`src/inc/prox_regs_pkg.sv`:
```
// Package of register map, field layout and timing constants for the block.
package prox_regs_pkg;

  // ********************************************************************
  // Register addresses.
  // ********************************************************************
  localparam logic [7:0] ADDR_ANALOG_CTRL = 8'h0f;
  localparam logic [7:0] ADDR_PART_ID     = 8'h12;
  localparam logic [7:0] ADDR_STATUS      = 8'h13;
  localparam logic [7:0] ADDR_RESULT_LO   = 8'h18;
  localparam logic [7:0] ADDR_RESULT_HI   = 8'h19;
  localparam logic [7:0] ADDR_OFFSET      = 8'h1e;

  // ********************************************************************
  // Field positions and masks.
  // ********************************************************************
  localparam int         CTRL_DRIVE_LSB   = 6;
  localparam int         CTRL_DIODE_LSB   = 4;
  localparam int         CTRL_GAIN_LSB    = 2;
  localparam logic [7:0] CTRL_WRITE_MASK  = 8'hfc;
  localparam logic [1:0] DIODE_IR_CHANNEL = 2'h2;
  localparam int         STAT_SAT_BIT     = 6;
  localparam int         STAT_IRQ_BIT     = 5;
  localparam int         STAT_VALID_BIT   = 1;
  localparam int         OFFS_SIGN_BIT    = 7;

  // ********************************************************************
  // Reset values.
  // ********************************************************************
  localparam logic [7:0]  CTRL_RESET      = 8'h00;
  localparam logic [7:0]  OFFSET_RESET    = 8'h00;
  localparam logic [15:0] RESULT_RESET    = 16'h0000;
  // Identification code; the value is arbitrary.
  localparam logic [7:0]  PART_ID_VALUE   = 8'h5a;

  // ********************************************************************
  // LED drive current in tenths of a milliampere, full and low drive.
  // ********************************************************************
  localparam logic [9:0] DRIVE_FULL_0 = 10'h3e8;
  localparam logic [9:0] DRIVE_FULL_1 = 10'h1f4;
  localparam logic [9:0] DRIVE_FULL_2 = 10'h0fa;
  localparam logic [9:0] DRIVE_FULL_3 = 10'h07d;
  localparam logic [9:0] DRIVE_LOW_0  = 10'h06f;
  localparam logic [9:0] DRIVE_LOW_1  = 10'h038;
  localparam logic [9:0] DRIVE_LOW_2  = 10'h01c;
  localparam logic [9:0] DRIVE_LOW_3  = 10'h00e;
  localparam int         LOW_DRIVE_DIV = 9;

  // ********************************************************************
  // Timing: LED pulses repeat at 62.5 kHz on a 40 MHz clock.
  // ********************************************************************
  localparam int CLK_PERIOD_PS    = 25000;
  localparam int PULSE_PERIOD_NS  = 16000;
  localparam int PULSE_PERIOD_CYC = (PULSE_PERIOD_NS * 1000) / CLK_PERIOD_PS;
  localparam int PULSE_HIGH_CYC   = PULSE_PERIOD_CYC / 2;

endpackage : prox_regs_pkg

```
`src/design/proximity_sensor_regs.sv`:
```
// Register bank, result path and LED pulse timing of the proximity sensor.
`timescale 1ns/100ps

// Operation
// - Bits 7:6 pick LED current 100/50/25/12.5 mA, a ninth on low drive.
// - Bits 5:4 pick photodiode; only code 10 valid, host avoids others.
// - Control bits 3:2 pick gain 1x/2x/4x/8x; bits 1:0 reserved.
// - Read-only identification byte at 0x12; writes ignored.
// - Read-only status at 0x13; bits 7, 4, 3, 2, 0 reserved.
// - Status bit 6 shows saturation; bit 5 shows interrupt asserted.
// - Status bit 1 set once an integration cycle completes.
// - Result is 16 bits; low byte at 0x18, high byte at 0x19.
// - Low-byte read copies high byte to shadow; high read returns it.
// - Shadow stays consistent though conversions land between reads.
// - Offset at 0x1e is sign-magnitude: bit 7 sign, bits 6:0 magnitude.
// - Sign 0 shifts result negative, sign 1 shifts it positive.
// - Offset shift scales with gain, LED drive and pulse count.
// - Low-drive bit divides the selected LED current by nine.
// - Emit the programmed LED pulse count in each accumulation phase.
// - Interrupt when result is below low or above high threshold.
// - Proximity interrupts only while the interrupt mask bit is set.
module proximity_sensor_regs #(
  parameter int RESULT_W = 16
) (
  input  wire logic        i_core_clk,
  input  wire logic        i_rst,
  input  wire logic [7:0]  i_reg_addr,
  input  wire logic        i_reg_wr,
  input  wire logic [7:0]  i_reg_wdata,
  input  wire logic        i_reg_rd,
  output logic      [7:0]  o_reg_rdata,
  input  wire logic        i_conv_done,
  input  wire logic [15:0] i_conv_raw,
  input  wire logic        i_conv_sat,
  input  wire logic        i_accum_start,
  input  wire logic [7:0]  i_led_pulse_count,
  input  wire logic        i_low_drive_flag,
  input  wire logic        i_prox_irq_mask,
  input  wire logic [15:0] i_low_thresh,
  input  wire logic [15:0] i_high_thresh,
  input  wire logic        i_irq_clear,
  output logic [1:0]       o_led_current_select,
  output logic [9:0]       o_led_current_tenth_ma,
  output logic [1:0]       o_photodiode_select,
  output logic             o_photodiode_valid,
  output logic [1:0]       o_prox_gain_select,
  output logic             o_led_driver_output,
  output logic             o_prox_irq
);

  // ********************************************************************
  // Elaboration check.
  // ********************************************************************
  if (RESULT_W != 16) begin : g_bad_width
    $error("proximity_sensor_regs: RESULT_W must be 16");
  end

  // ********************************************************************
  // State.
  // ********************************************************************
  logic [7:0]  ctrl_q;
  logic [7:0]  offset_q;
  logic [15:0] result_q;
  logic [7:0]  shadow_q;
  logic        sat_q;
  logic        valid_q;
  logic        irq_q;
  logic [7:0]  rdata_d;
  logic [7:0]  status_w;
  logic [17:0] shift_raw;
  logic [17:0] shift_amt;
  logic [18:0] adj_sum;
  logic [15:0] result_d;
  logic        clamp_hi;
  logic [7:0]  pulses_left_q;
  logic [9:0]  pulse_cyc_q;

  // Control register write; reserved bits 1:0 are never stored.
  always_ff @(posedge i_core_clk) begin
    if (i_rst) begin
      ctrl_q <= prox_regs_pkg::CTRL_RESET;
    end else if (i_reg_wr &&
                 i_reg_addr == prox_regs_pkg::ADDR_ANALOG_CTRL) begin
      ctrl_q <= i_reg_wdata & prox_regs_pkg::CTRL_WRITE_MASK;
    end
  end

  // Offset register write; both sign and magnitude are host owned.
  always_ff @(posedge i_core_clk) begin
    if (i_rst) begin
      offset_q <= prox_regs_pkg::OFFSET_RESET;
    end else if (i_reg_wr && i_reg_addr == prox_regs_pkg::ADDR_OFFSET) begin
      offset_q <= i_reg_wdata;
    end
  end

  // ********************************************************************
  // Analog control outputs.
  // ********************************************************************
  // Drive current table; low drive gives roughly one ninth of full drive.
  always_ff @(posedge i_core_clk) begin
    if (i_rst) begin
      o_led_current_tenth_ma <= prox_regs_pkg::DRIVE_FULL_0;
    end else begin
      unique case (ctrl_q[prox_regs_pkg::CTRL_DRIVE_LSB +: 2])
        2'h0: o_led_current_tenth_ma <= i_low_drive_flag ?
              prox_regs_pkg::DRIVE_LOW_0 : prox_regs_pkg::DRIVE_FULL_0;
        2'h1: o_led_current_tenth_ma <= i_low_drive_flag ?
              prox_regs_pkg::DRIVE_LOW_1 : prox_regs_pkg::DRIVE_FULL_1;
        2'h2: o_led_current_tenth_ma <= i_low_drive_flag ?
              prox_regs_pkg::DRIVE_LOW_2 : prox_regs_pkg::DRIVE_FULL_2;
        2'h3: o_led_current_tenth_ma <= i_low_drive_flag ?
              prox_regs_pkg::DRIVE_LOW_3 : prox_regs_pkg::DRIVE_FULL_3;
      endcase
    end
  end

  // Field outputs are flopped copies so the analog side sees clean levels.
  always_ff @(posedge i_core_clk) begin
    if (i_rst) begin
      o_led_current_select <= 2'h0;
      o_photodiode_select  <= 2'h0;
      o_photodiode_valid   <= 1'b0;
      o_prox_gain_select   <= 2'h0;
    end else begin
      o_led_current_select <= ctrl_q[prox_regs_pkg::CTRL_DRIVE_LSB +: 2];
      o_photodiode_select  <= ctrl_q[prox_regs_pkg::CTRL_DIODE_LSB +: 2];
      // Reserved diode codes are the host's fault; flag them, do not fix.
      o_photodiode_valid   <= ctrl_q[prox_regs_pkg::CTRL_DIODE_LSB +: 2] ==
                              prox_regs_pkg::DIODE_IR_CHANNEL;
      o_prox_gain_select   <= ctrl_q[prox_regs_pkg::CTRL_GAIN_LSB +: 2];
    end
  end

  // ********************************************************************
  // Offset compensation.
  // ********************************************************************
  // Shift grows with gain and pulses, halves per drive step, ninth on low.
  always_comb begin
    shift_raw = 18'({offset_q[6:0], 3'b000} >> (3 - ctrl_q[3:2]))
                * 18'(i_led_pulse_count) >> 3;
    shift_amt = shift_raw >> ctrl_q[prox_regs_pkg::CTRL_DRIVE_LSB +: 2];
    if (i_low_drive_flag) begin
      shift_amt = 18'(shift_amt / prox_regs_pkg::LOW_DRIVE_DIV);
    end
    if (offset_q[prox_regs_pkg::OFFS_SIGN_BIT]) begin
      adj_sum = {3'b000, i_conv_raw} + {1'b0, shift_amt};
    end else begin
      adj_sum = {3'b000, i_conv_raw} - {1'b0, shift_amt};
    end
    clamp_hi = 1'b0;
    if (adj_sum[18]) begin
      result_d = 16'h0000;
    end else if (adj_sum[17:16] != 2'b00) begin
      result_d = 16'hffff;
      clamp_hi = 1'b1;
    end else begin
      result_d = adj_sum[15:0];
    end
  end

  // Result, saturation and valid flags update on each finished conversion.
  always_ff @(posedge i_core_clk) begin
    if (i_rst) begin
      result_q <= prox_regs_pkg::RESULT_RESET;
      sat_q    <= 1'b0;
      valid_q  <= 1'b0;
    end else if (i_conv_done) begin
      result_q <= result_d;
      sat_q    <= i_conv_sat | clamp_hi;
      valid_q  <= 1'b1;
    end
  end

  // Interrupt flag; a new event in the clear cycle wins over the clear.
  always_ff @(posedge i_core_clk) begin
    if (i_rst) begin
      irq_q <= 1'b0;
    end else if (i_conv_done && i_prox_irq_mask &&
                 (result_d < i_low_thresh || result_d > i_high_thresh)) begin
      irq_q <= 1'b1;
    end else if (i_irq_clear) begin
      irq_q <= 1'b0;
    end
  end

  assign o_prox_irq = irq_q;

  // ********************************************************************
  // Read path with high-byte shadow.
  // ********************************************************************
  assign status_w = {1'b0, sat_q, irq_q, 3'b000, valid_q, 1'b0};

  // Shadow is loaded only by a low-byte read, so later results cannot tear.
  always_ff @(posedge i_core_clk) begin
    if (i_rst) begin
      shadow_q <= 8'h00;
    end else if (i_reg_rd && i_reg_addr == prox_regs_pkg::ADDR_RESULT_LO) begin
      shadow_q <= result_q[15:8];
    end
  end

  // Read multiplexer; unmapped addresses read zero.
  always_comb begin
    unique case (i_reg_addr)
      prox_regs_pkg::ADDR_ANALOG_CTRL: rdata_d = ctrl_q;
      prox_regs_pkg::ADDR_PART_ID:
        rdata_d = prox_regs_pkg::PART_ID_VALUE;
      prox_regs_pkg::ADDR_STATUS:      rdata_d = status_w;
      prox_regs_pkg::ADDR_RESULT_LO:   rdata_d = result_q[7:0];
      prox_regs_pkg::ADDR_RESULT_HI:   rdata_d = shadow_q;
      prox_regs_pkg::ADDR_OFFSET:      rdata_d = offset_q;
      default:                         rdata_d = 8'h00;
    endcase
  end

  // Read data is captured on the read strobe and held until the next read.
  always_ff @(posedge i_core_clk) begin
    if (i_rst) begin
      o_reg_rdata <= 8'h00;
    end else if (i_reg_rd) begin
      o_reg_rdata <= rdata_d;
    end
  end

  // ********************************************************************
  // LED pulse train.
  // ********************************************************************
  // Each accumulation start loads the count; pulses run at 62.5 kHz.
  always_ff @(posedge i_core_clk) begin
    if (i_rst) begin
      pulses_left_q <= 8'h00;
      pulse_cyc_q   <= 10'h000;
    end else if (i_accum_start) begin
      pulses_left_q <= i_led_pulse_count;
      pulse_cyc_q   <= 10'h000;
    end else if (pulses_left_q != 8'h00) begin
      if (pulse_cyc_q == 10'(prox_regs_pkg::PULSE_PERIOD_CYC - 1)) begin
        pulse_cyc_q   <= 10'h000;
        pulses_left_q <= pulses_left_q - 8'h01;
      end else begin
        pulse_cyc_q <= pulse_cyc_q + 10'h001;
      end
    end
  end

  // Driver output is flopped to keep glitches off the LED switch.
  always_ff @(posedge i_core_clk) begin
    if (i_rst) begin
      o_led_driver_output <= 1'b0;
    end else begin
      o_led_driver_output <= !i_accum_start && pulses_left_q != 8'h00 &&
        pulse_cyc_q < 10'(prox_regs_pkg::PULSE_HIGH_CYC);
    end
  end
endmodule : proximity_sensor_regs

```
`config.mk`:
```
export PLATFORM = sky130hd
export DESIGN_NAME = proximity_sensor_regs
export DESIGN_NICKNAME = d
export VERILOG_FILES = /design/src/inc/prox_regs_pkg.sv /design/src/design/proximity_sensor_regs.sv
export SDC_FILE = /design/constraint.sdc
export NUM_CORES = 1
export LEC_CHECK = 0
export BUFFER_PORTS_ARGS = -buffer_cell sky130_fd_sc_hd__clkbuf_2
export CORE_MARGIN = 3
export CORE_UTILIZATION = 52
export DETAILED_ROUTE_END_ITERATION = 16
export HOLD_SLACK_MARGIN = 0.12
export PLACE_DENSITY_LB_ADDON = 0.05
export SLEW_MARGIN = 15
export SYNTH_ARGS = -nofsm -noshare
export SYNTH_HDL_FRONTEND = slang
export SYNTH_SLANG_ARGS = --single-unit
```
`constraint.sdc`:
```
create_clock -name i_core_clk -period 22 [get_ports i_core_clk]
set_input_delay 2.2 -clock i_core_clk [delete_from_list [all_inputs] [get_ports i_core_clk]]
set_output_delay 2.2 -clock i_core_clk [all_outputs]
set_load 0.1 [all_outputs]
```
==> summary.md <==
| Metric | Value |
|---|---|
| Outcome | `complete, no violations` |
| Drt pass-1 iters | `5` |
| Design Area, Final | `roughly 15000 um^2` |
| Yosys top cell by area | `dfxtp_1` |
| CTS clk-pin slew, worst paths | `approximately 0.070 ns` |
| Reg power frac | `between 20 and 30%` |
| Startpoint types | `input pin` |
| Critical path required time | `22.24 ns` |
| # IOs | `between 100 and 150` |
| Critical path's slowest cell | `fa_1` |
| Switching pwr | `~0.00027 W` |
| Setup TNS | `0 ns` |
| Horiz. Die Dim | `about 160 um` |
| # Max-Cap Violations | `0` |
| Period utilization | `95.5%` |
| Clk network pwr share | `a little under a quarter` |
| Headroom to the max-slew limit | `around a quarter` |
| Clock tree from TritonCTS | `built` |
| CORE AREA | `23600 um^2` |
| Layout filler cell count | `~2200` |
| DP Worst Slack | `-0.242 ns` |
| Post-layout util | `roughly 63%` |
| Cell Rows | `56` |
| Crit Path Class | `input pin to register` |
| Worst skew pair latency | `~0.35 ns` |
| Hold-fix buffers, CTS | `0` |
| Internal | `a little under 0.0004 W` |
| Power Density | `about 45 nW/um^2` |
| Mapped Avg Cell Area | `7.47 um^2` |
| Die height | `~160 um` |
| First-pass GRT wire length | `~62000 um` |
| Yosys reg bits | `between 80 and 90` |
| Critical path data arrival time | `21.24 ns` |
| Yosys cell types | `between 100 and 150` |
| Initial Util | `a little over half` |
| Period minus WS final | `about 21 ns` |
| Die ar. | `~26000 um^2` |
| Sequential area share after synthesis | `approximately 14%` |
| Share of layout cells above drive strength 1 | `roughly a fifth` |
| CP dominant cell by count | `nand2_1` |
| Gate power share | `51.9%` |
| # nets final | `between 2000 and 2500` |
| Crit-path max FO | `11` |
| Total congestion overflow | `0` |
| Synth Warn # | `0` |
| Critical Path End Type | `register` |
| Worst path top cell family by delay | `compound AO/OA/AOI/OAI gates` |
| Syn_nets | `between 1500 and 2000` |
| Top_reg_cell synth | `dfxtp_1` |
| Port bufs | `about 110` |
| CP peak stage delay | `~0.56 ns` |
| List of most frequent post-synthesis cells | `nor2_1, nand2_1, inv_1` |
| Share of flip-flops with an asynchronous set or reset | `0%` |
| Post-Syn Area | `roughly 13000 um^2` |
| R2R setup slack | `between 1 and 1.5 ns` |
| Routed WL | `between 30000 and 40000 um` |
| Gpl congestion | `slightly above 0.9` |
| EDFF count, synth | `0` |
| Worst vdd ir | `about 0.000052 V` |
| TritonCTS Buffers | `9` |
| Slew Limit Fails | `0` |
| CP bufs+invs | `12` |
| Synthesis-to-finish area growth | `17.6%` |
| GRT Total Usage | `28.5%` |
| Most frequent cell after synthesis | `nor2_1` |
| Reg area | `1700 um^2` |
| Clock root cell | `clkbuf_16` |
| Initial antenna violation count | `4` |
| Drt via density | `between 6 and 7` |
| Final Hold Fails | `0` |
| Pin count of the biggest net entering global routing | `76` |
| Sink Count | `between 80 and 90` |
| Worst hold path type | `register to register` |
| Worst Tran Pin Value | `around 1.1 ns` |
| Vias in the first global route | `12400` |
| Fmax achieved | `47.6 MHz` |
| Detail Route Antenna Nets | `0` |
| Setup ws final | `approximately 1 ns` |
| CTS max path bufs | `2` |
| Endpoints failing setup | `0` |
| Htree depth | `3` |
| Dpl hpwl | `~30000 um` |
| Post-DP Area | `about 14000 um^2` |
| Total number of vias | `13100` |
| # DRC | `0` |
| Leakage power | `about 6.7 nW` |
| Switching share of total power | `41.3%` |
| Initial drt markers | `around 900` |
| Mapped Cells | `~1700` |
| Synth area leaders | `dfxtp_1, ha_1, fa_1` |
| Skew final | `between 0.01 and 0.015 ns` |
| Area of the multi-input gates | `10600 um^2` |
| Share of the synthesized area in the top cell type | `between 10 and 15%` |
| Avg WL per Cell | `18.0 um` |
[cell families (layout without fill, tap and decap cells)]
family                   Yosys count  count (layout)  synth area share (%)
multiplexers                      56              56                  4.91
XOR/XNOR                          72              72                  5.15
adder cells (fa/ha/maj)          142             142                  16.9
AO/OA/AOI/OAI                    484             484                  27.1
other                              0               2                     0
AND/OR/NAND/NOR                  642             642                  25.9
buffers and inverters            206             352                  6.48
flip-flops                        85              85                  13.5
[per-layer routing]
metal | wire length [um] | vias up | track usage (%)
li1 | - | 6395 | -
met1 | 17200 | 6177 | 37.7
met2 | 18600 | 435 | 48.8
met3 | 2050 | 81 | 3.49
met4 | 1020 | 4 | 8.57
met5 | 31 | - | 0
[sequential cells by signal, summed over array words and instances, names as in the netlist]
signal	cells
o_prox_irq	1
pulse_cyc_q	10
o_led_current_tenth_ma	10
o_led_driver_output	1
pulses_left_q	8
result_q	16
valid_q	1
offset_q	8
ctrl_q	6
o_reg_rdata	8
sat_q	1
shadow_q	8
o_prox_gain_select	2
o_photodiode_valid	1
o_photodiode_select	2
o_led_current_select	2
[stage by stage]
step,hold slack [ns],cells,power (W)
final,0.480,2154,0.000663
after CTS,0.479,2125,0.000642
after floorplan,0.428,1687,0.000404
after detailed placement,0.464,2109,0.000489
after global placement,0.453,2109,0.000487
after global routing,0.511,2154,0.000711
[power groups by stage]
stage | Clock (W) | Combinational [W] | Sequential, W
floorplan | 0 | 0.000229 | 0.000176
global placement | 0 | 0.000318 | 0.000169
detailed placement | 0 | 0.000320 | 0.000169
CTS | 0.000155 | 0.000321 | 0.000166
global route | 0.000161 | 0.000384 | 0.000167
finish | 0.000153 | 0.000344 | 0.000166
[cell type report]
class	count	area share [%]
Antenna cell	2	0.0338
Clock inverter	7	0.515
Clock buffer	9	1.52
Multi-Input combinational cell	1396	71.7
Tap cell	319	2.69
Sequential cell	85	11.5
Timing Repair Buffer	204	8.67
Inverter	132	3.34
[layout by cell type, fill, tap and decap left out, drive strengths merged, types with 28 or more instances in the layout]
cell type	instances
a211oi	42
a21o	28
a31oi	33
nand2	142
mux2i	36
nor3	47
xnor2	44
dfxtp	85
buf	98
inv	135
fa	49
ha	89
clkbuf	115
xor2	28
nand3	53
nor2	168
a21oi	123
and2	71
nor2b	28
o21ai	82
[path summary, 6_finish.rpt]
path / from / endpoint / depth (start not counted)
worst min-delay path: ctrl_q[4] / o_photodiode_valid / 1
worst max-delay path: i_led_pulse_count[5] / o_prox_irq / 97
worst min register to register: ctrl_q[4] / o_photodiode_valid / 1
worst max register to register: ctrl_q[3] / o_prox_irq / 98
[what timing repair did]
item,in CTS,in global routing
hold endpoints to repair,0,0
setup endpoints to repair,0,1
buffers inserted,0,27
gates resized for setup,0,132
No activity file was read; power rests on OpenSTA's default activity.
